`src/pkg/rss_defs.svh`:
```
`ifndef RSS_DEFS_SVH
`define RSS_DEFS_SVH

// ----------------------------------------
// clock and oscillator rates
// ----------------------------------------
`define RSS_CLK_HZ 40000000
`define RSS_CLK_PERIOD_NS 25
`define RSS_FAST_HZ 4000000
`define RSS_SLOW_HZ 37000
`define RSS_RC_PERIOD_NS 1000

// ----------------------------------------
// start-up and filter times
// ----------------------------------------
`define RSS_POWERUP_DELAY_TIMER_MS 72
`define RSS_NS_PER_MS 1000000
`define RSS_OST_CYCLES 1024
`define RSS_BOD_MIN_NS 100000
`define RSS_MASTER_CLEAR_PIN_MIN_NS 2000

// ----------------------------------------
// register indices (byte address = index * 4)
// ----------------------------------------
`define RSS_POWER_CONTROL_STATUS_IDX 10'h08e
`define RSS_CFG_IDX 10'h090
`define RSS_CAUSE_IDX 10'h091

// ----------------------------------------
// field positions and reset values
// ----------------------------------------
`define RSS_POWER_CONTROL_STATUS_BOD 0
`define RSS_POWER_CONTROL_STATUS_POR 1
`define RSS_POWER_CONTROL_STATUS_SPEED_SELECT_BIT 3
`define RSS_CFG_PWRTD 3
`define RSS_CFG_BROWNOUT_ENABLE_CFG 4
`define RSS_CAUSE_TO 6
`define RSS_CAUSE_PD 7
`define RSS_CAUSE_HOLD 8
`define RSS_CFG_RST 5'h15

`endif

```
`src/pkg/rss_pkg.sv`:
```
`default_nettype none
package rss_pkg;

   // ----------------------------------------
   // oscillator modes
   // ----------------------------------------
   typedef enum logic [2:0] {
      OSC_LP = 3'h0,
      OSC_XT = 3'h1,
      OSC_HS = 3'h2,
      OSC_EC = 3'h3,
      OSC_INTERNAL_RC_MODE_IO = 3'h4,
      OSC_INTERNAL_RC_MODE_CLK = 3'h5,
      OSC_ER_IO = 3'h6,
      OSC_ER_CLK = 3'h7
   } rss_osc_mode_t;

   // ----------------------------------------
   // sequencer states and reset causes
   // ----------------------------------------
   typedef enum logic [5:0] {
      ST_POR = 6'h01,
      ST_BOD = 6'h02,
      ST_POWERUP_DELAY_TIMER = 6'h04,
      ST_OST = 6'h08,
      ST_HOLD = 6'h10,
      ST_RUN = 6'h20
   } rss_state_t;

   typedef enum logic [5:0] {
      CS_POR = 6'h01,
      CS_MASTER_CLEAR_PIN_RUN = 6'h02,
      CS_MASTER_CLEAR_PIN_SLP = 6'h04,
      CS_WDT = 6'h08,
      CS_WAKE = 6'h10,
      CS_BOD = 6'h20
   } rss_cause_t;

   // ----------------------------------------
   // carriers
   // ----------------------------------------
   typedef struct packed {
      logic bod_en;
      logic powerup_delay_timer_dis;
      rss_osc_mode_t mode;
   } rss_cfg_t;

   typedef struct packed {
      logic to;
      logic pd;
   } rss_sflags_t;

endpackage
`default_nettype wire

```
`src/rss_top.sv`:
```
`include "rss_defs.svh"
`default_nettype none
module rss_top #(
   parameter int unsigned POWERUP_DELAY_TIMER_RC_CYCLES =
      (`RSS_POWERUP_DELAY_TIMER_MS * `RSS_NS_PER_MS) / `RSS_RC_PERIOD_NS
) (
   // clock and reset
   input wire logic clk_i,
   input wire logic rst_i,
   // wishbone slave
   input wire logic wb_cyc_i,
   input wire logic wb_stb_i,
   input wire logic wb_we_i,
   input wire logic [11:0] wb_adr_i,
   input wire logic [3:0] wb_sel_i,
   input wire logic [31:0] wb_dat_i,
   output logic [31:0] wb_dat_o,
   output logic wb_ack_o,
   // supply comparators and pins
   input wire logic supply_ok_i,
   input wire logic brownout_low_i,
   input wire logic master_clear_pin_n_i,
   input wire logic crystal_in_pin_i,
   // core status
   input wire logic watchdog_expired_i,
   input wire logic core_sleeping_i,
   // reset and clock outputs
   output logic core_hold_o,
   output logic regs_reset_o,
   output logic wake_o,
   output logic sys_tick_o,
   output logic sys_slow_o,
   output logic crystal_out_pin_o,
   output logic crystal_out_pin_oe_n_o
);

   // ----------------------------------------
   // derived counts
   // ----------------------------------------
   localparam int unsigned RC_DIV =
      (`RSS_RC_PERIOD_NS + `RSS_CLK_PERIOD_NS - 1) / `RSS_CLK_PERIOD_NS;
   localparam int unsigned BOD_CYC =
      (`RSS_BOD_MIN_NS + `RSS_CLK_PERIOD_NS - 1) / `RSS_CLK_PERIOD_NS;
   localparam int unsigned MASTER_CLEAR_PIN_CYC =
      (`RSS_MASTER_CLEAR_PIN_MIN_NS + `RSS_CLK_PERIOD_NS - 1) / `RSS_CLK_PERIOD_NS;
   localparam int unsigned FAST_DIV = `RSS_CLK_HZ / `RSS_FAST_HZ;
   localparam int unsigned SLOW_DIV = `RSS_CLK_HZ / `RSS_SLOW_HZ;

   function automatic logic is_xtal(input rss_pkg::rss_osc_mode_t m);
      is_xtal = (m == rss_pkg::OSC_LP) || (m == rss_pkg::OSC_XT) ||
                (m == rss_pkg::OSC_HS);
   endfunction

   function automatic logic is_rc(input rss_pkg::rss_osc_mode_t m);
      is_rc = (m == rss_pkg::OSC_INTERNAL_RC_MODE_IO) || (m == rss_pkg::OSC_INTERNAL_RC_MODE_CLK) ||
              (m == rss_pkg::OSC_ER_IO) || (m == rss_pkg::OSC_ER_CLK);
   endfunction

   // ----------------------------------------
   // declarations
   // ----------------------------------------
   rss_pkg::rss_cfg_t cfg_r;
   rss_pkg::rss_sflags_t sfl_r;
   rss_pkg::rss_state_t state_r, st_nxt;
   rss_pkg::rss_cause_t cause_r, cause_nxt;
   logic [3:0] sync1_r, sync2_r;
   logic xtal_d_r;
   logic [11:0] bod_cnt_r;
   logic bod_trip_r;
   logic [6:0] master_clear_pin_cnt_r;
   logic master_clear_pin_act_r;
   logic [5:0] rc_cnt_r;
   logic rc_tick_r;
   logic [10:0] sys_cnt_r;
   logic [1:0] q_cnt_r;
   logic [19:0] tmr_r, tmr_nxt;
   logic speed_select_bit_r, por_flag_r, bod_flag_r;
   logic ev_por, ev_bod, ev_master_clear_pin, ev_wdt, ev_wake;
   logic supply_ok_s, bo_low_s, master_clear_pin_n_s, xtal_s;
   logic bo_wait, ost_need, slow_sel, clk_drive, xtal_rise;
   logic req, wr_stb;
   logic [9:0] idx;
   logic [31:0] rd_nxt;

   assign supply_ok_s = sync2_r[0];
   assign bo_low_s = sync2_r[1];
   assign master_clear_pin_n_s = sync2_r[2];
   assign xtal_s = sync2_r[3];
   assign xtal_rise = xtal_s & ~xtal_d_r;
   assign bo_wait = cfg_r.bod_en & bo_low_s;
   assign slow_sel = is_rc(cfg_r.mode) & ~speed_select_bit_r;
   assign clk_drive = (cfg_r.mode == rss_pkg::OSC_INTERNAL_RC_MODE_CLK) ||
                      (cfg_r.mode == rss_pkg::OSC_ER_CLK);
   // settling follows power-on and wake in crystal modes only, and brown-out only while the power-up delay timer is enabled
   assign ost_need = is_xtal(cfg_r.mode) &&
                     (cause_r == rss_pkg::CS_POR || cause_r == rss_pkg::CS_BOD ||
                      cause_r == rss_pkg::CS_WAKE);
   assign req = wb_cyc_i & wb_stb_i & ~wb_ack_o;
   assign wr_stb = wb_cyc_i & wb_stb_i & wb_ack_o & wb_we_i & wb_sel_i[0];
   assign idx = wb_adr_i[11:2];

   // ----------------------------------------
   // input synchronisers
   // ----------------------------------------
   always_ff @(posedge clk_i)
   begin
      if (rst_i)
      begin
         sync1_r <= 4'h0;
         sync2_r <= 4'h0;
         xtal_d_r <= 1'b0;
      end
      else
      begin
         sync1_r <= {crystal_in_pin_i, master_clear_pin_n_i, brownout_low_i, supply_ok_i};
         sync2_r <= sync1_r;
         xtal_d_r <= xtal_s;
      end
   end

   // ----------------------------------------
   // brown-out duration filter
   // ----------------------------------------
   // dips shorter than the minimum are ignored by design
   always_ff @(posedge clk_i)
   begin
      if (rst_i || !cfg_r.bod_en || !bo_low_s)
      begin
         bod_cnt_r <= 12'h000;
         bod_trip_r <= 1'b0;
      end
      else if (bod_cnt_r == 12'(BOD_CYC - 1))
         bod_trip_r <= 1'b1;
      else
         bod_cnt_r <= bod_cnt_r + 12'h001;
   end

   // ----------------------------------------
   // master clear glitch filter
   // ----------------------------------------
   always_ff @(posedge clk_i)
   begin
      if (rst_i)
      begin
         master_clear_pin_cnt_r <= 7'h00;
         master_clear_pin_act_r <= 1'b0;
      end
      else if (~master_clear_pin_n_s == master_clear_pin_act_r)
         master_clear_pin_cnt_r <= 7'h00;
      else if (master_clear_pin_cnt_r == 7'(MASTER_CLEAR_PIN_CYC - 1))
      begin
         master_clear_pin_cnt_r <= 7'h00;
         master_clear_pin_act_r <= ~master_clear_pin_n_s;
      end
      else
         master_clear_pin_cnt_r <= master_clear_pin_cnt_r + 7'h01;
   end

   // ----------------------------------------
   // internal RC tick for the power-up delay
   // ----------------------------------------
   always_ff @(posedge clk_i)
   begin
      if (rst_i || rc_cnt_r == 6'(RC_DIV - 1))
         rc_cnt_r <= 6'h00;
      else
         rc_cnt_r <= rc_cnt_r + 6'h01;
      rc_tick_r <= !rst_i && rc_cnt_r == 6'(RC_DIV - 1);
   end

   // ----------------------------------------
   // system clock enable and quarter clock
   // ----------------------------------------
   always_ff @(posedge clk_i)
   begin
      if (rst_i)
      begin
         sys_cnt_r <= 11'h000;
         sys_tick_o <= 1'b0;
         q_cnt_r <= 2'h0;
      end
      else
      begin
         sys_tick_o <= 1'b0;
         if (sys_cnt_r >= (slow_sel ? 11'(SLOW_DIV - 1) : 11'(FAST_DIV - 1)))
         begin
            sys_cnt_r <= 11'h000;
            sys_tick_o <= 1'b1;
            q_cnt_r <= q_cnt_r + 2'h1;
         end
         else
            sys_cnt_r <= sys_cnt_r + 11'h001;
      end
   end

   always_ff @(posedge clk_i)
   begin
      if (rst_i)
      begin
         sys_slow_o <= 1'b0;
         crystal_out_pin_o <= 1'b0;
         crystal_out_pin_oe_n_o <= 1'b1;
      end
      else
      begin
         sys_slow_o <= slow_sel;
         crystal_out_pin_o <= clk_drive & q_cnt_r[1];
         crystal_out_pin_oe_n_o <= ~clk_drive;
      end
   end

   // ----------------------------------------
   // reset sequencer
   // ----------------------------------------
   always_comb
   begin
      st_nxt = state_r;
      cause_nxt = cause_r;
      tmr_nxt = tmr_r;
      ev_por = 1'b0;
      ev_bod = 1'b0;
      ev_master_clear_pin = 1'b0;
      ev_wdt = 1'b0;
      ev_wake = 1'b0;
      if (!supply_ok_s)
      begin
         st_nxt = rss_pkg::ST_POR;
         cause_nxt = rss_pkg::CS_POR;
         ev_por = 1'b1;
      end
      else if (bod_trip_r && state_r != rss_pkg::ST_POR && state_r != rss_pkg::ST_BOD)
      begin
         st_nxt = rss_pkg::ST_BOD;
         cause_nxt = rss_pkg::CS_BOD;
         ev_bod = 1'b1;
      end
      else
      begin
         unique case (state_r)
            rss_pkg::ST_POR:
               st_nxt = rss_pkg::ST_BOD;
            rss_pkg::ST_BOD:
               if (!bo_wait)
               begin
                  tmr_nxt = 20'h00000;
                  if (!cfg_r.powerup_delay_timer_dis)
                     st_nxt = rss_pkg::ST_POWERUP_DELAY_TIMER;
                  else if (ost_need && cause_r != rss_pkg::CS_BOD)
                     st_nxt = rss_pkg::ST_OST;
                  else
                     st_nxt = rss_pkg::ST_HOLD;
               end
            rss_pkg::ST_POWERUP_DELAY_TIMER:
               if (rc_tick_r)
               begin
                  if (tmr_r == 20'(POWERUP_DELAY_TIMER_RC_CYCLES - 1))
                  begin
                     tmr_nxt = 20'h00000;
                     st_nxt = ost_need ? rss_pkg::ST_OST : rss_pkg::ST_HOLD;
                  end
                  else
                     tmr_nxt = tmr_r + 20'h00001;
               end
            rss_pkg::ST_OST:
               if (xtal_rise)
               begin
                  if (tmr_r == 20'(`RSS_OST_CYCLES - 1))
                     st_nxt = rss_pkg::ST_HOLD;
                  else
                     tmr_nxt = tmr_r + 20'h00001;
               end
            rss_pkg::ST_HOLD:
               // no timer runs here; release waits only for master clear to go inactive and for the brown-out wait to clear
               if (!master_clear_pin_act_r && !bo_wait)
                  st_nxt = rss_pkg::ST_RUN;
            rss_pkg::ST_RUN:
               if (master_clear_pin_act_r)
               begin
                  st_nxt = rss_pkg::ST_HOLD;
                  cause_nxt = core_sleeping_i ? rss_pkg::CS_MASTER_CLEAR_PIN_SLP
                                              : rss_pkg::CS_MASTER_CLEAR_PIN_RUN;
                  ev_master_clear_pin = 1'b1;
               end
               else if (watchdog_expired_i && core_sleeping_i)
               begin
                  tmr_nxt = 20'h00000;
                  cause_nxt = rss_pkg::CS_WAKE;
                  st_nxt = is_xtal(cfg_r.mode) ? rss_pkg::ST_OST
                                               : rss_pkg::ST_RUN;
                  ev_wake = 1'b1;
               end
               else if (watchdog_expired_i)
               begin
                  st_nxt = rss_pkg::ST_HOLD;
                  cause_nxt = rss_pkg::CS_WDT;
                  ev_wdt = 1'b1;
               end
            default:
               st_nxt = rss_pkg::ST_POR;
         endcase
      end
   end

   always_ff @(posedge clk_i)
   begin
      if (rst_i)
      begin
         state_r <= rss_pkg::ST_POR;
         cause_r <= rss_pkg::CS_POR;
         tmr_r <= 20'h00000;
      end
      else
      begin
         state_r <= st_nxt;
         cause_r <= cause_nxt;
         tmr_r <= tmr_nxt;
      end
   end

   // ----------------------------------------
   // reset outputs
   // ----------------------------------------
   // retained registers are simply not wired to regs_reset_o
   always_ff @(posedge clk_i)
   begin
      if (rst_i)
      begin
         core_hold_o <= 1'b1;
         regs_reset_o <= 1'b1;
         wake_o <= 1'b0;
      end
      else
      begin
         core_hold_o <= st_nxt != rss_pkg::ST_RUN;
         regs_reset_o <= st_nxt != rss_pkg::ST_RUN &&
                         cause_nxt != rss_pkg::CS_WAKE;
         wake_o <= st_nxt == rss_pkg::ST_RUN && cause_nxt == rss_pkg::CS_WAKE &&
                   (state_r != rss_pkg::ST_RUN || ev_wake);
      end
   end

   // ----------------------------------------
   // power control flags
   // ----------------------------------------
   // hardware events are applied after the bus write so they win
   always_ff @(posedge clk_i)
   begin
      if (rst_i)
      begin
         speed_select_bit_r <= 1'b1;
         por_flag_r <= 1'b0;
         bod_flag_r <= 1'b0;
      end
      else
      begin
         if (wr_stb && idx == `RSS_POWER_CONTROL_STATUS_IDX)
         begin
            speed_select_bit_r <= wb_dat_i[`RSS_POWER_CONTROL_STATUS_SPEED_SELECT_BIT];
            por_flag_r <= wb_dat_i[`RSS_POWER_CONTROL_STATUS_POR];
            bod_flag_r <= wb_dat_i[`RSS_POWER_CONTROL_STATUS_BOD];
         end
         if (ev_por || ev_bod || ev_master_clear_pin || ev_wdt)
            speed_select_bit_r <= 1'b1;
         if (ev_por)
            por_flag_r <= 1'b0;
         if (ev_bod)
            bod_flag_r <= 1'b0;
      end
   end

   // ----------------------------------------
   // timeout and sleep flags, configuration
   // ----------------------------------------
   always_ff @(posedge clk_i)
   begin
      if (rst_i)
         sfl_r <= '{to: 1'b1, pd: 1'b1};
      else
      begin
         if (wr_stb && idx == `RSS_CAUSE_IDX)
         begin
            sfl_r.to <= wb_dat_i[`RSS_CAUSE_TO];
            sfl_r.pd <= wb_dat_i[`RSS_CAUSE_PD];
         end
         if (ev_por || ev_bod)
            sfl_r <= '{to: 1'b1, pd: 1'b1};
         else if (ev_master_clear_pin && core_sleeping_i)
            sfl_r <= '{to: 1'b1, pd: 1'b0};
         else if (ev_wdt)
            sfl_r.to <= 1'b0;
         else if (ev_wake)
            sfl_r <= '{to: 1'b0, pd: 1'b0};
      end
   end

   always_ff @(posedge clk_i)
   begin
      if (rst_i)
         cfg_r <= rss_pkg::rss_cfg_t'(`RSS_CFG_RST);
      else if (wr_stb && idx == `RSS_CFG_IDX)
         cfg_r <= rss_pkg::rss_cfg_t'(wb_dat_i[4:0]);
   end

   // ----------------------------------------
   // wishbone read and acknowledge
   // ----------------------------------------
   always_comb
   begin
      rd_nxt = 32'h00000000;
      unique case (idx)
         `RSS_POWER_CONTROL_STATUS_IDX:
         begin
            rd_nxt[`RSS_POWER_CONTROL_STATUS_SPEED_SELECT_BIT] = speed_select_bit_r;
            rd_nxt[`RSS_POWER_CONTROL_STATUS_POR] = por_flag_r;
            rd_nxt[`RSS_POWER_CONTROL_STATUS_BOD] = bod_flag_r;
         end
         `RSS_CFG_IDX:
            rd_nxt[4:0] = cfg_r;
         `RSS_CAUSE_IDX:
         begin
            rd_nxt[5:0] = cause_r;
            rd_nxt[`RSS_CAUSE_TO] = sfl_r.to;
            rd_nxt[`RSS_CAUSE_PD] = sfl_r.pd;
            rd_nxt[`RSS_CAUSE_HOLD] = core_hold_o;
         end
         default:
            rd_nxt = 32'h00000000;
      endcase
   end

   always_ff @(posedge clk_i)
   begin
      if (rst_i)
      begin
         wb_ack_o <= 1'b0;
         wb_dat_o <= 32'h00000000;
      end
      else
      begin
         wb_ack_o <= req;
         if (req && !wb_we_i)
            wb_dat_o <= rd_nxt;
      end
   end

endmodule
`default_nettype wire

```
`config.mk`:
```
export PLATFORM = sky130hd
export DESIGN_NAME = rss_top
export DESIGN_NICKNAME = d
export VERILOG_FILES = /design/src/pkg/rss_pkg.sv /design/src/rss_top.sv
export VERILOG_INCLUDE_DIRS = /design/src /design/src/pkg
export SDC_FILE = /design/constraint.sdc
export NUM_CORES = 1
export LEC_CHECK = 0
export ABC_CLOCK_PERIOD_IN_PS = 5300
export BUFFER_PORTS_ARGS = -buffer_cell sky130_fd_sc_hd__buf_2
export CAP_MARGIN = 5
export CORE_MARGIN = 3
export CORE_UTILIZATION = 50
export CTS_CLUSTER_DIAMETER = 40
export DETAILED_ROUTE_END_ITERATION = 10
export GPL_ROUTABILITY_DRIVEN = 0
export GPL_TIMING_DRIVEN = 0
export PLACE_DENSITY = 0.74
export SYNTH_ARGS = -nofsm -noshare
export SYNTH_HDL_FRONTEND = slang
export SYNTH_SLANG_ARGS = --single-unit
```
`constraint.sdc`:
```
create_clock -name clk_i -period 5.3 [get_ports clk_i]
set_input_delay 0.265 -clock clk_i [delete_from_list [all_inputs] [get_ports clk_i]]
set_output_delay 0.265 -clock clk_i [all_outputs]
set_load 0.03 [all_outputs]
```
* After elaboration in Yosys (flattened, before gate mapping)
Index checks and enable logic that the tools add are counted.
Word-level totals: word-level logic and storage cells 202, input bits 59, register bits 109, output and inout bits 40
Cells by class: add/sub/neg operators 6, bitwise gates (word level) 17, order comparisons 1, reductions and logical operators 48, eq/ne operators 38, mux-type cells 61
Operators with widths (count):
- two-way mux 20 bit | 7
- two-way mux 6 bit | 18
- case mux 20 bit (4 select lines) | 1
- case mux 6 bit (6 select lines) | 1
- == test 10 x 8 -> 1 bit, second input constant | 3
- == test 6 bit, second input constant | 4
- two-way mux 1 bit | 22
- adder 20 x 1 -> 20 bit, second input constant | 1
- == test 20 x 10 -> 1 bit, second input constant | 1
- == test 20 x 17 -> 1 bit, second input constant | 1
- == test 6 x 5 -> 1 bit, second input constant | 3
- != test 6 bit, second input constant | 3
- logical AND 1 bit | 15
- logical OR 1 bit | 15
- two-way mux 5 bit | 3
- adder 12 x 1 -> 12 bit, second input constant | 1
- == test 12 bit, second input constant | 1
- == test 3 bit, second input constant | 4
- == test 6 x 1 -> 1 bit, second input constant | 2
- != test 2 bit, second input constant | 6
- adder 11 x 1 -> 11 bit, second input constant | 1
- greater-or-equal comparator 11 bit | 1
- two-way mux 11 bit | 1
- OR reduction 2 bit | 5
- 28 further kinds | 51

* Logic depth before layout (Yosys ltp)
Gate-level depths: netlist (run 1).
depth after elaboration 14, depth in mapped cells 11, mapped depth without buffers 8

* Worst setup path before layout (run 1)
No wires, ideal clock.
kind register -> register, from register speed_select_bit_r, to register q_cnt_r[1], arrival 2494 ps, setup time 121 ps, setup slack 2685 ps, period minus slack after synthesis 2615 ps, buffers on the path 0, cell stages (with the launch flop) 9, required time 5179 ps, cell sequence dfxtp_1 -> nand2b_1 -> ha_1 -> or4b_2 -> a31o_2 -> a211o_1 -> a21oi_1 -> nor2b_1 -> mux2_2
On the way: longest elaborated chain between the ends 4
RTL lines:
- start: declaration | line rss_top.sv:77 | logic speed_select_bit_r, por_flag_r, bod_flag_r;
- start signal: assignment | line rss_top.sv:358 | speed_select_bit_r <= wb_dat_i[`RSS_POWER_CONTROL_STATUS_SPEED_SELECT_BIT];
- inverter 1 bit | line rss_top.sv:91 | assign slow_sel = is_rc(cfg_r.mode) & ~speed_select_bit_r;
- bitwise AND 1 bit | line rss_top.sv:91
- two-way mux 11 bit | line rss_top.sv:185 | if (sys_cnt_r >= (slow_sel ? 11'(SLOW_DIV - 1) : 11'(FAST_DIV - 1)))
- greater-or-equal comparator 11 bit | line rss_top.sv:185
- end signal: assignment | line rss_top.sv:189 | q_cnt_r <= q_cnt_r + 2'h1;
- end: declaration | line rss_top.sv:75 | logic [1:0] q_cnt_r;
No other way between the ends. A chain may end at the register's enable or synchronous reset.

* Worst setup path in the final report (run 1)
from register tmr_r[15], to register tmr_r[9]
On the way: longest elaborated chain between the ends 4, elaborated cells on any way between the ends 7, those cells by class 3 x eq/ne; 3 x mux; 1 x reduce/logical
RTL lines:
- start: declaration | line rss_top.sv:76 | logic [19:0] tmr_r, tmr_nxt;
- start signal: assignment | line rss_top.sv:316 | tmr_r <= tmr_nxt;
- == test 20 x 17 -> 1 bit | line rss_top.sv:256 | if (tmr_r == 20'(POWERUP_DELAY_TIMER_RC_CYCLES - 1))
- two-way mux 20 bit | line rss_top.sv:256
- two-way mux 20 bit | line rss_top.sv:254 | if (rc_tick_r)
- case mux 20 bit (4 select lines) | line rss_top.sv:239 | unique case (state_r)
Several ways; a longest one is shown, not always the timed one. The select of a mux whose other input is x is not followed.

==> out/qor.yml, run 1 <==
outcome:
  status: "completed"
critical_path:
  critical_path_class: "reg2reg"
  cp_max_fo: 10
  critPathArrivalTime_ns: 3.33
  cp-end-kind: "register"
  setup.worst_path.start_class: "register"
  worstReg2RegEnd: "tmr_r[9]"
  r2r_start: "tmr_r[15]"
  r2r_setup_slack_ns: 2.21
  cp.required_ns: 5.54
  reg2reg_depth: 7
global_route:
  grt_pass1_vias: 4052
  track_usage: 0.1942
  grt_remaining_overflow: 0
  antenna_found_initial: 0
  grt_pass1_wl_um: 18510
  grt_max_degree: 20
min_path:
  hp-class: "in2reg"
  whs_endpoint: "sync1_r[2]"
  hold_path_depth: 2
  worstHoldStart: "master_clear_pin_n_i"
floorplan:
  std_cell_rows: 36
  die_y_um: 107.9
  die_width_um: 107.9
  die-area_um2: 11640
  io_pins: 99
  start_util: 0.5236
  core_um2: 9910
layout:
  mostFrequentLayoutCells: "109 x dfxtp_1, 79 x nor2_1, 50 x buf_2, 39 x nand2_1, 36 x nand3_1"
  nFillCells: 887
  final_common_cell: "dfxtp_1"
  drive_above_1_share: 0.1615
  multi_input_area_um2: 2731
  syn2layout_area_growth_pct: 12.47
  diodes: 0
  stdcell_count: 814
  seq_area_um2: 2182
  layout.nets: 745
detailed_routing:
  viasPerCell: 5.410
  drcViolationCount: 0
  drt-pass1-iter-count: 5
  routed_wl_um: 11070
  met1_length_um: 5372
  vias: 4404
  drt-wirelength-per-cell_um: 13.60
  top_layer: "met4"
  wl_met3_um: 649
  first_iter_violations: 247
  postRouteAntennaNets: 0
  wl_met2_um: 4867
synth:
  synth_top_flop_cell: "dfxtp_1"
  ys_seq_elements: 109
  synth_edf_count: 0
  yosysSeqAreaShare: 0.4205
  syn_area_per_cell_um2: 8.633
  netlist_area_um2: 5189
  async_reset_ff_frac: 0
  synth_cell_types: 60
  netlist_instances: 601
  ys_warn_count: 0
cts:
  insertion_delay_ns: 0.37
  numCtsBuffers: 9
  root_buffer: "clkbuf_8"
  clock-sinks: 109
  post_cts_buffers: 0
  cts_max_path_buffers: 2
  ctsHoldBuffers: 0
  htreeDepth: 3
  cts_tree: "yes"
  post_cts_resize_count: 0
  clk_pin_slew_ns: 0.11
placed_design:
  place_hpwl_um: 8294
  dp.cells: 799
  numPortBuffers: 43
sta:
  slew_headroom: 0.4361
  drv_slew: 0
  setup_viol: 0
  period_needed_ns: 3.091
  tns_ns: 0
  rsz0062_at_grt: "false"
  finalHoldViolations: 0
  worst_slew_pin_slew_ns: 0.8388
  post-route-period-util: 0.5832
  fin_worst_skew_ns: 0.01451
  clock.fmax_mhz: 323.5
power:
  p_sw_w: 0.0003637
  clock_power_share: 0.335
  p_int_w: 0.001043
  p_leak_nw: 2.259
  p_per_area_nw_per_um2: 241.0
  swShare: 0.2586
  pwr-share-comb: 0.070
  pwr-share-seq: 0.595
  peakVddDrop_mv: 0.1409
run:
  cap_violations: 0
kinds of logic after synthesis:
logic type	Yosys count	synth area share
simple gates	269	0.2720
flops	109	0.4205
compound gates	96	0.1249
buf+inv	66	0.06897
xor+xnor	35	0.05908
mux	16	0.03207
fa+ha+maj	9	0.02170
other cells	1	0.0007227
flip-flops by register name, summed over array words and instances, names as in the netlist, 2 cells and up:
| signal | cells |
|---|---|
| sfl_r | 2 |
| rc_cnt_r | 6 |
| tmr_r | 20 |
| q_cnt_r | 2 |
| state_r | 6 |
| sys_cnt_r | 11 |
| cause_r | 6 |
| bod_cnt_r | 12 |
| master_clear_pin_cnt_r | 7 |
| sync1_r | 4 |
| sync2_r | 4 |
| cfg_r | 5 |
| wb_dat_o | 9 |
power by group through the flow:
stage               combinational (W)  clock, W  sequential [W]
floorplan                   0.0000721         0        0.000855
global placement            0.0000951         0        0.000855
detailed placement          0.0000972         0        0.000856
CTS                         0.0000974  0.000482        0.000837
global route                 0.000108  0.000517        0.000839
finish                      0.0000979  0.000471        0.000837
area by class of cell:
| type | count | share of cell area |
|---|---|---|
| Buffer | 45 | 0.04781 |
| Clock buffer | 9 | 0.02123 |
| Clock inverter | 6 | 0.01008 |
| Inverter | 21 | 0.01351 |
| Multi-Input combinational cell | 448 | 0.4681 |
| Sequential cell | 109 | 0.3739 |
| Tap cell | 133 | 0.02852 |
| Timing Repair Buffer | 43 | 0.03688 |
worst max-delay path, stage by stage, from the launching register on:
cell and delay, ns:
dfxtp_1 0.37, or4_1 0.58, nor4b_2 0.37, and3_1 0.24, o21ai_1 0.22, o41ai_2 0.65, clkbuf_1 0.44, nor2_1 0.10
through the flow:
stage          hold slack (ns)  setup slack, ns   power, W  instance area (um^2)    util
3_3_place_gp            0.4181            2.280  0.0009504                  5653  0.5705
2_1_floorplan           0.3712            2.685  0.0009272                  5271       -
4_1_cts                0.07669            2.239   0.001417                  5836  0.5889
6_report               0.08591            2.209   0.001406                  5836  0.5889
5_1_grt                0.09891            1.945   0.001464                  5836  0.5889
3_5_place_dp            0.4258            2.262  0.0009531                  5653  0.5705
how the worst max path moves through the flow:
stage	from	end	slack [ns]	cells after the start
2_1_floorplan	speed_select_bit_r	q_cnt_r[1]	2.68	8
3_3_place_gp	tmr_r[15]	tmr_r[0]	2.28	7
3_5_place_dp	tmr_r[15]	tmr_r[9]	2.26	7
4_1_cts	tmr_r[15]	tmr_r[0]	2.24	7
5_1_grt	tmr_r[15]	tmr_r[10]	1.95	7
6_report	tmr_r[15]	tmr_r[9]	2.21	7
synthesized netlist by cell type (4+ instances only):
cell,instances,area (um^2)
clkbuf_1,11,41.29
nor2_1,79,296.5
o31ai_1,7,52.55
nand3_1,36,180.2
ha_1,9,112.6
a22oi_1,6,45.04
nor4b_1,7,61.31
and3_1,15,93.84
dfxtp_1,109,2182
and2_1,4,25.02
a21oi_1,28,140.1
xnor2_1,14,122.6
nor2b_1,19,118.9
or4_1,11,82.58
xor2_1,21,183.9
o21ai_0,17,85.08
or3_1,8,50.05
buf_4,23,172.7
nor4_1,7,43.79
a211oi_1,4,30.03
a31oi_1,5,31.28
nand4_1,12,75.07
mux2i_1,11,110.1
o32ai_1,5,43.79
nor3_1,14,70.07
buf_2,7,35.03
inv_1,21,78.83
mux2_2,5,56.30
nand2_1,39,146.4
per-layer routing:
metal | vias up | global-route usage
met3 | 17 | 0.03059
li1 | 2248 | -
met2 | 131 | 0.3020
met4 | 0 | 0.08386
met5 | - | 0
met1 | 2008 | 0.2666
Power figures use the tool's default switching activity.
==> inputs of run 2 (changes only) <==
--- a/config.mk
+++ b/config.mk
@@ -6,7 +6,8 @@
 export SDC_FILE = /design/constraint.sdc
 export NUM_CORES = 1
 export LEC_CHECK = 0
-export ABC_CLOCK_PERIOD_IN_PS = 5300
+export ABC_AREA = 1
+export ABC_CLOCK_PERIOD_IN_PS = 3100
 export BUFFER_PORTS_ARGS = -buffer_cell sky130_fd_sc_hd__buf_2
 export CAP_MARGIN = 5
 export CORE_MARGIN = 3
@@ -15,7 +16,7 @@
 export DETAILED_ROUTE_END_ITERATION = 10
 export GPL_ROUTABILITY_DRIVEN = 0
 export GPL_TIMING_DRIVEN = 0
-export PLACE_DENSITY = 0.74
+export PLACE_DENSITY = 0.73
 export SYNTH_ARGS = -nofsm -noshare
 export SYNTH_HDL_FRONTEND = slang
 export SYNTH_SLANG_ARGS = --single-unit
==> constraint.sdc (replaced) <==
create_clock -name clk_i -period 3.1 [get_ports clk_i]
set_input_delay 0.155 -clock clk_i [delete_from_list [all_inputs] [get_ports clk_i]]
set_output_delay 0.155 -clock clk_i [all_outputs]
set_load 0.03 [all_outputs]
==> run 2 against run 1 <==
  * Global-route usage grew 1.9 points
  * Synthesized cell count grew 46%
  * Largest power group unchanged
  * Critical path depth grew 4
  * Clock skew fell by 0.0078 ns
  * Combinational power rose by 93%
  * Routed wire length up 19%
  * Register-to-register slack got worse by 1.4 ns
  * Critical path type unchanged
==> out/qor.yml, run 2 <==
layout:
  multi_input_area_um2: 3092  # was 2731 um^2
  mostFrequentLayoutCells: "191 x nand2_1, 128 x nor2_1, 110 x inv_1, 109 x dfxtp_1, 70 x nand3_1"  # was 109 x dfxtp_1, 79 x nor2_1, 50 x buf_2, 39 x nand2_1, 36 x nand3_1
  layout.nets: 1026  # was 745
  syn2layout_area_growth_pct: 14.02  # was 12.47%
  diodes: 0  # unchanged
  nFillCells: 1096  # was 887
  reg_top3: "tmr_r: 20 flops, bod_cnt_r: 12 flops, sys_cnt_r: 11 flops"  # unchanged
  drive_above_1_share: 0.1215  # was 0.1615
  top_register: "tmr_r"  # unchanged
  seq_area_um2: 2182  # unchanged
  final_common_cell: "nand2_1"  # was dfxtp_1
  largest_register_ffs: 20  # unchanged
critical_path:
  cp-end-kind: "register"  # unchanged
  endpoint: "sys_cnt_r[3]"  # was tmr_r[9]
  r2r_setup_slack_ns: 0.81  # was 2.21 ns
  cpMaxStageDelayCell: "or2_2"  # was o41ai_2
  worstReg2RegEnd: "sys_cnt_r[3]"  # was tmr_r[9]
  critical_path_class: "reg2reg"  # unchanged
  critPathArrivalTime_ns: 2.57  # was 3.33 ns
  critPathMaxStageDelay_ns: 0.36  # was 0.65 ns
  cp-startpoint: "cfg_r[2]"  # was tmr_r[15]
  cp_max_fo: 10  # unchanged
  setup.worst_path.start_class: "register"  # unchanged
  r2r_start: "cfg_r[2]"  # was tmr_r[15]
  path_cells: "inv_1, or2_2, ha_1, a21oi_1, o21ai_1, a21oi_1, nand3_1, inv_1, nand2_1, buf_2, nor3b_1"  # was or4_1, nor4b_2, and3_1, o21ai_1, o41ai_2, clkbuf_1, nor2_1
  cp.required_ns: 3.38  # was 5.54 ns
  reg2reg_depth: 11  # was 7
floorplan:
  core_um2: 11170  # was 9910 um^2
  std_cell_rows: 38  # was 36
  io_pins: 99  # unchanged
  die-area_um2: 13100  # was 11640 um^2
  die_width_um: 114.5  # was 107.9 um
  start_util: 0.5264  # was 0.5236
  die_y_um: 114.5  # was 107.9 um
synth:
  synthSimpleGateAreaFrac: 0.3550  # was 0.2720
  async_reset_ff_frac: 0  # unchanged
  ys_seq_elements: 109  # unchanged
  synth_common_cells: "191 x nand2_1, 128 x nor2_1, 110 x inv_1"  # was 109 x dfxtp_1, 79 x nor2_1, 39 x nand2_1
  synth_top_cell_area_share: 0.3710  # was 0.4205
  synthAdderAreaFrac: 0.01914  # was 0.02170
  yosysSeqAreaShare: 0.3710  # was 0.4205
  netlist_area_um2: 5882  # was 5189 um^2
  syn_area_per_cell_um2: 6.714  # was 8.633 um^2
  netlist_instances: 876  # was 601
  ys_warn_count: 0  # unchanged
  yosysTopAreaCell: "dfxtp_1"  # unchanged
  synth_edf_count: 0  # unchanged
  synth_top_family_by_area: "simple AND/OR/NAND/NOR gates"  # unchanged
  synth_cell_types: 45  # was 60
  synth_mux_area_frac: 0  # was 0.03207
  synth_top_flop_cell: "dfxtp_1"  # unchanged
  synth_compound_area_frac: 0.1144  # was 0.1249
  synthTopCellsByArea: "dfxtp_1 37%, nand2_1 12%, nor2_1 8.2%"  # was dfxtp_1 42%, nor2_1 5.7%, xor2_1 3.5%
  synthMostInstantiatedCell: "nand2_1"  # was dfxtp_1
  synth_xor_xnor_area_share: 0.02234  # was 0.05908
power:
  p_per_area_nw_per_um2: 414.9  # was 241.0 nW/um^2
  p_leak_nw: 2.835  # was 2.259 nW
  peakVddDrop_mv: 0.4024  # was 0.1409 mV
detailed_routing:
  drcViolationCount: 0  # unchanged
  vias: 5492  # was 4404
  routed_wl_um: 13200  # was 11070 um
  viasPerCell: 4.979  # was 5.410
  first_iter_violations: 399  # was 247
  postRouteAntennaNets: 0  # unchanged
  drt-wirelength-per-cell_um: 11.97  # was 13.60 um
  drt-pass1-iter-count: 5  # unchanged
sta:
  tns_ns: 0  # unchanged
  finalHoldViolations: 0  # unchanged
  worst_slew_pin_slew_ns: 0.6330  # was 0.8388 ns
  fin_worst_skew_ns: 0.006759  # was 0.01451 ns
  setup_ws_ns: 0.8091  # was 2.209 ns
  clock.fmax_mhz: 436.5  # was 323.5 MHz
  drv_slew: 0  # unchanged
  setup_viol: 0  # unchanged
  slew_headroom: 0.5780  # was 0.4361
  period_needed_ns: 2.291  # was 3.091 ns
  rsz0062_at_grt: "false"  # unchanged
  post-route-period-util: 0.7390  # was 0.5832
cts:
  clk_pin_slew_ns: 0.07  # was 0.11 ns
  clock-sinks: 109  # unchanged
  cts_max_path_buffers: 2  # unchanged
  insertion_delay_ns: 0.36  # was 0.37 ns
  htreeDepth: 3  # unchanged
  numCtsBuffers: 9  # unchanged
  root_buffer: "clkbuf_16"  # was clkbuf_8
  cts_tree: "yes"  # unchanged
  post_cts_buffers: 0  # unchanged
placed_design:
  pre_cts_slack_ns: 0.8287  # was 2.262 ns
  numPortBuffers: 45  # was 43
  place_hpwl_um: 9909  # was 8294 um
min_path:
  hold_path_depth: 3  # was 2
  hp-class: "in2reg"  # unchanged
global_route:
  grt_remaining_overflow: 0  # unchanged
  antenna_found_initial: 0  # unchanged
  grt_max_degree: 20  # unchanged
  grt_pass1_vias: 5032  # was 4052
  track_usage: 0.2129  # was 0.1942
  grt_pass1_wl_um: 22800  # was 18510 um
run:
  cap_violations: 0  # unchanged
outcome:
  status: "completed"  # unchanged
run 2: cell types whose count changed after synthesis, moves of 11 or more:
cell,before,now
a21oi_1,28,65
nand4_1,12,24
nand3_1,36,70
and3_1,15,0
or4_1,11,0
mux2i_1,11,0
nor2_1,79,128
inv_1,21,110
xnor2_1,14,3
o21ai_0,17,33
nand2_1,39,191
nor2b_1,19,1
run 2: metrics by stage:
step	hold WS, ns	area [um^2]	power [W]	utilization	instances
after CTS	0.01176	6706	0.002809	0.6002	1103
after detailed placement	0.3597	6365	0.001651	0.5697	1083
after global routing	0.04342	6706	0.002894	0.6002	1103
after global placement	0.3563	6365	0.001649	0.5697	1083
after floorplan	0.2620	5964	0.001601	-	898
final	0.01657	6706	0.002782	0.6002	1103
run 2: cells by family (layout without fill, tap and decap cells):
logic type               after synthesis  count (layout)
AND/OR/NAND/NOR                      466             466
other                                  1              23
AO/OA/AOI/OAI                        123             123
flip-flops                           109             109
adder cells (fa/ha/maj)                9               9
buffers and inverters                153             218
XOR/XNOR                              15              15
run 2: final cells by class:
| type | instances | area share |
|---|---|---|
| Buffer | 41 | 0.04030 |
| Clock buffer | 11 | 0.03769 |
| Clock inverter | 5 | 0.007276 |
| Inverter | 112 | 0.06269 |
| Multi-Input combinational cell | 636 | 0.4610 |
| Sequential cell | 109 | 0.3254 |
| Tap cell | 140 | 0.02612 |
| Timing Repair Buffer | 49 | 0.03955 |
run 2: critical path, delay by kind of cell (launching register included):
kind	cells	cell delay [ns]
and+or+nand+nor	4	0.79
buffers and inverters	3	0.39
DFF	1	0.35
AOI/OAI and AO/OA	3	0.35
adders and majority gates	1	0.34
run 2: routing by layer:
metal / GRT usage / share of wire / wire (um) / up-vias
li1: - / - / - / 2949
met1: 0.2879 / 0.47 / 6184 / 2408
met2: 0.3399 / 0.45 / 6006 / 118
met3: 0.04545 / 0.060 / 797 / 17
met4: 0.06651 / 0.016 / 213 / 0
met5: 0 / 0 / 0 / -
run 2: how the worst min path moves through the flow:
stage	from	to	slack, ns
floorplan	supply_ok_i	sync1_r[0]	0.26
global placement	brownout_low_i	sync1_r[1]	0.36
detailed placement	brownout_low_i	sync1_r[1]	0.36
CTS	wb_dat_i[2]	cfg_r[2]	0.01
global route	wb_dat_i[2]	cfg_r[2]	0.04
finish	wb_dat_i[2]	cfg_r[2]	0.02
run 2: where the power goes:
part           internal [W]  switching (W)
registers           0.00142      0.0000132
clock network      0.000608       0.000552
logic             0.0000649       0.000124
total               0.00209       0.000689
run 2: what timing repair did:
action | 4_1_cts | 5_1_grt
hold endpoints to repair | 4 | 0
hold buffers | 4 | 0
endpoints found under the setup margin | 0 | 0
resized for setup | 0 | 0
==> inputs of run 3 (changes only) <==
--- a/config.mk
+++ b/config.mk
@@ -6,8 +6,8 @@
 export SDC_FILE = /design/constraint.sdc
 export NUM_CORES = 1
 export LEC_CHECK = 0
-export ABC_AREA = 1
-export ABC_CLOCK_PERIOD_IN_PS = 3100
+export ABC_AREA = 0
+export ABC_CLOCK_PERIOD_IN_PS = 2250
 export BUFFER_PORTS_ARGS = -buffer_cell sky130_fd_sc_hd__buf_2
 export CAP_MARGIN = 5
 export CORE_MARGIN = 3
@@ -16,7 +16,7 @@
 export DETAILED_ROUTE_END_ITERATION = 10
 export GPL_ROUTABILITY_DRIVEN = 0
 export GPL_TIMING_DRIVEN = 0
-export PLACE_DENSITY = 0.73
+export PLACE_DENSITY = 0.74
 export SYNTH_ARGS = -nofsm -noshare
 export SYNTH_HDL_FRONTEND = slang
 export SYNTH_SLANG_ARGS = --single-unit
==> constraint.sdc (replaced) <==
create_clock -name clk_i -period 2.25 [get_ports clk_i]
set_input_delay 0.1125 -clock clk_i [delete_from_list [all_inputs] [get_ports clk_i]]
set_output_delay 0.1125 -clock clk_i [all_outputs]
set_load 0.03 [all_outputs]
==> run 3 against run 2 <==
  * Critical endpoint is now q_cnt_r[1]
  * Sequential share of layout area up 0.41 points
  * The flow now finishes with violations (setup timing)
  * Worst hold slack better by 0.0028 ns
  * Largest cell class unchanged
  * Cell count down 22%
  * Die area down 11%
  * Largest power group unchanged
==> out/qor.yml, run 3 (synthesis gave the netlist of run 1 again) <==
outcome:
  status: "finished, violations left"  # was completed
  violations: "setup timing"
layout:
  reg_top3: "tmr_r: 20 flops, bod_cnt_r: 12 flops, sys_cnt_r: 11 flops"  # unchanged
  top_register: "tmr_r"  # unchanged
  layout.nets: 786  # was 1026
  final_common_cell: "dfxtp_1"  # was nand2_1
  largest_register_ffs: 20  # unchanged
  mostFrequentLayoutCells: "99 x dfxtp_1, 63 x nor2_1, 48 x buf_4, 44 x buf_2, 37 x nand2_1"  # was 191 x nand2_1, 128 x nor2_1, 110 x inv_1, 109 x dfxtp_1, 70 x nand3_1
  drive_above_1_share: 0.2849  # was 0.1215
  syn2layout_area_growth_pct: 28.96  # was 14.02%
  diodes: 0  # unchanged
  nFillCells: 779  # was 1096
  stdcell_area_um2: 6691  # was 6706 um^2
cts:
  root_buffer: "clkbuf_8"  # was clkbuf_16
  insertion_delay_ns: 0.39  # was 0.36 ns
  cts_tree: "yes"  # unchanged
  htreeDepth: 3  # unchanged
  clock-sinks: 109  # unchanged
  numCtsBuffers: 9  # unchanged
  cts_max_path_buffers: 2  # unchanged
  clk_pin_slew_ns: 0.12  # was 0.07 ns
placed_design:
  postPlaceCellArea_um2: 5710  # was 6365 um^2
  pre_cts_slack_ns: -0.5121  # was 0.8287 ns
  place_hpwl_um: 8440  # was 9909 um
  numPortBuffers: 43  # was 45
floorplan:
  core_um2: 9910  # was 11170 um^2
  std_cell_rows: 36  # was 38
  start_util: 0.5236  # was 0.5264
  io_pins: 99  # unchanged
  die_y_um: 107.9  # was 114.5 um
  die_width_um: 107.9  # was 114.5 um
  die-area_um2: 11640  # was 13100 um^2
global_route:
  grt_remaining_overflow: 0  # unchanged
  track_usage: 0.2119  # was 0.2129
  grt_pass1_vias: 4339  # was 5032
  grt_pass1_wl_um: 20000  # was 22800 um
  grt_max_degree: 21  # was 20
  antenna_found_initial: 0  # unchanged
critical_path:
  worstReg2RegEnd: "q_cnt_r[1]"  # was sys_cnt_r[3]
  r2r_start: "speed_select_bit_r"  # was cfg_r[2]
  critical_path_class: "reg2reg"  # unchanged
  cp_max_fo: 5  # was 10
  critPathArrivalTime_ns: 2.69  # was 2.57 ns
  setup.worst_path.start_class: "register"  # unchanged
  cp.required_ns: 2.54  # was 3.38 ns
  reg2reg_depth: 8  # was 11
  cp-end-kind: "register"  # unchanged
  r2r_setup_slack_ns: -0.15  # was 0.81 ns
sta:
  rsz0062_at_grt: "true"  # was false
  setup_ws_ns: -0.1476  # was 0.8091 ns
  period_needed_ns: 2.398  # was 2.291 ns
  post-route-period-util: 1.066  # was 0.7390
  fin_worst_skew_ns: 0.01920  # was 0.006759 ns
  finalHoldViolations: 0  # unchanged
  slew_headroom: 0.3794  # was 0.5780
  clock.fmax_mhz: 417.1  # was 436.5 MHz
  worst_slew_pin_slew_ns: 0.9309  # was 0.6330 ns
  setup_viol: 30  # was 0
  drv_slew: 0  # unchanged
detailed_routing:
  routed_wl_um: 12900  # was 13200 um
  viasPerCell: 5.440  # was 4.979
  first_iter_violations: 342  # was 399
  drt-wirelength-per-cell_um: 15.07  # was 11.97 um
  drcViolationCount: 0  # unchanged
  postRouteAntennaNets: 0  # unchanged
  vias: 4657  # was 5492
  drt-pass1-iter-count: 5  # unchanged
min_path:
  hp-class: "in2reg"  # unchanged
  worstHoldStart: "wb_dat_i[7]"  # was wb_dat_i[2]
  hold_path_depth: 3  # unchanged
  whs_endpoint: "sfl_r[0]"  # was cfg_r[2]
power:
  peakVddDrop_mv: 0.4474  # was 0.4024 mV
  p_per_area_nw_per_um2: 514.0  # was 414.9 nW/um^2
  p_leak_nw: 2.571  # was 2.835 nW
run:
  cap_violations: 0  # unchanged
[run 3: changes by cell type in the layout (fill, tap and decap cells not counted), moves of 11 or more]
cell     previous run  this run
nor2b_1             1        17
buf_4              24        48
and3_1              0        14
a21oi_1            65        20
nand4_1            24        12
nand3_1            70        36
nor2_1            128        63
o21ai_0            33        14
inv_1             110        21
xnor2_1             3        14
mux2i_1             0        11
nand2_1           191        37
[run 3: worst max-delay path, stage by stage (launching register included)]
cell,delay [ns]
dfxtp_2,0.34
nand2b_4,0.15
ha_4,0.21
or4b_4,0.47
a31o_4,0.23
a211o_1,0.29
a21oi_4,0.24
nor2b_2,0.09
mux2_2,0.28
[run 3: report_power, final]
part           internal [W]  switching, W  leakage (nW)
sequential          0.00195     0.0000207         0.886
combinational      0.000117      0.000171          1.59
clock              0.000462      0.000719        0.0986
[run 3: routing by layer]
metal / routed length [um] / vias up / share of wire / global-route usage
li1: - / 2332 / - / -
met1: 5613 / 2167 / 0.44 / 0.2714
met2: 6371 / 133 / 0.49 / 0.3530
met3: 664 / 25 / 0.051 / 0.03659
met4: 249 / 0 / 0.019 / 0.08566
met5: 0 / - / 0 / 0
[run 3: what timing repair did]
item,in CTS,in global routing
cloned,2,1
setup buffers,21,12
hold endpoints to repair,10,0
hold buffers,9,0
gates resized for setup,39,66
pin swaps,21,35
endpoints found under the setup margin,36,37
[run 3: cell type report]
type / count / area (um^2) / area share
flip-flops and latches: 109 / 2205 / 0.3295
clock buffers: 10 / 137.6 / 0.02057
well taps: 133 / 166.4 / 0.02487
plain buffers: 41 / 296.5 / 0.04432
multi-input cells: 449 / 3124 / 0.4669
inverters: 21 / 78.83 / 0.01178
repair buffers: 87 / 621.8 / 0.09293
clock inverters: 6 / 61.31 / 0.009162
[run 3: worst max path at each step]
stage                       start          to  slack, ns
5_1_grt                  tmr_r[1]   tmr_r[13]      -0.20
2_1_floorplan          state_r[3]   tmr_r[19]      -0.22
4_1_cts                state_r[2]   tmr_r[16]      -0.17
6_report       speed_select_bit_r  q_cnt_r[1]      -0.15
3_5_place_dp            tmr_r[15]   tmr_r[10]      -0.51
3_3_place_gp            tmr_r[15]   tmr_r[17]      -0.52
[run 3: metrics by stage]
step                      power, W  instances  TNS (ns)  utilization  hold slack (ns)
after floorplan           0.002188        623    -2.421            -           0.2187
after global placement    0.002242        799    -10.88       0.5763           0.3271
after detailed placement  0.002249        799    -11.50       0.5763           0.3280
after CTS                 0.003441        844    -3.097       0.6380          0.02087
after global routing      0.003555        856    -4.630       0.6753          0.06042
final                     0.003439        856    -2.216       0.6753          0.01938
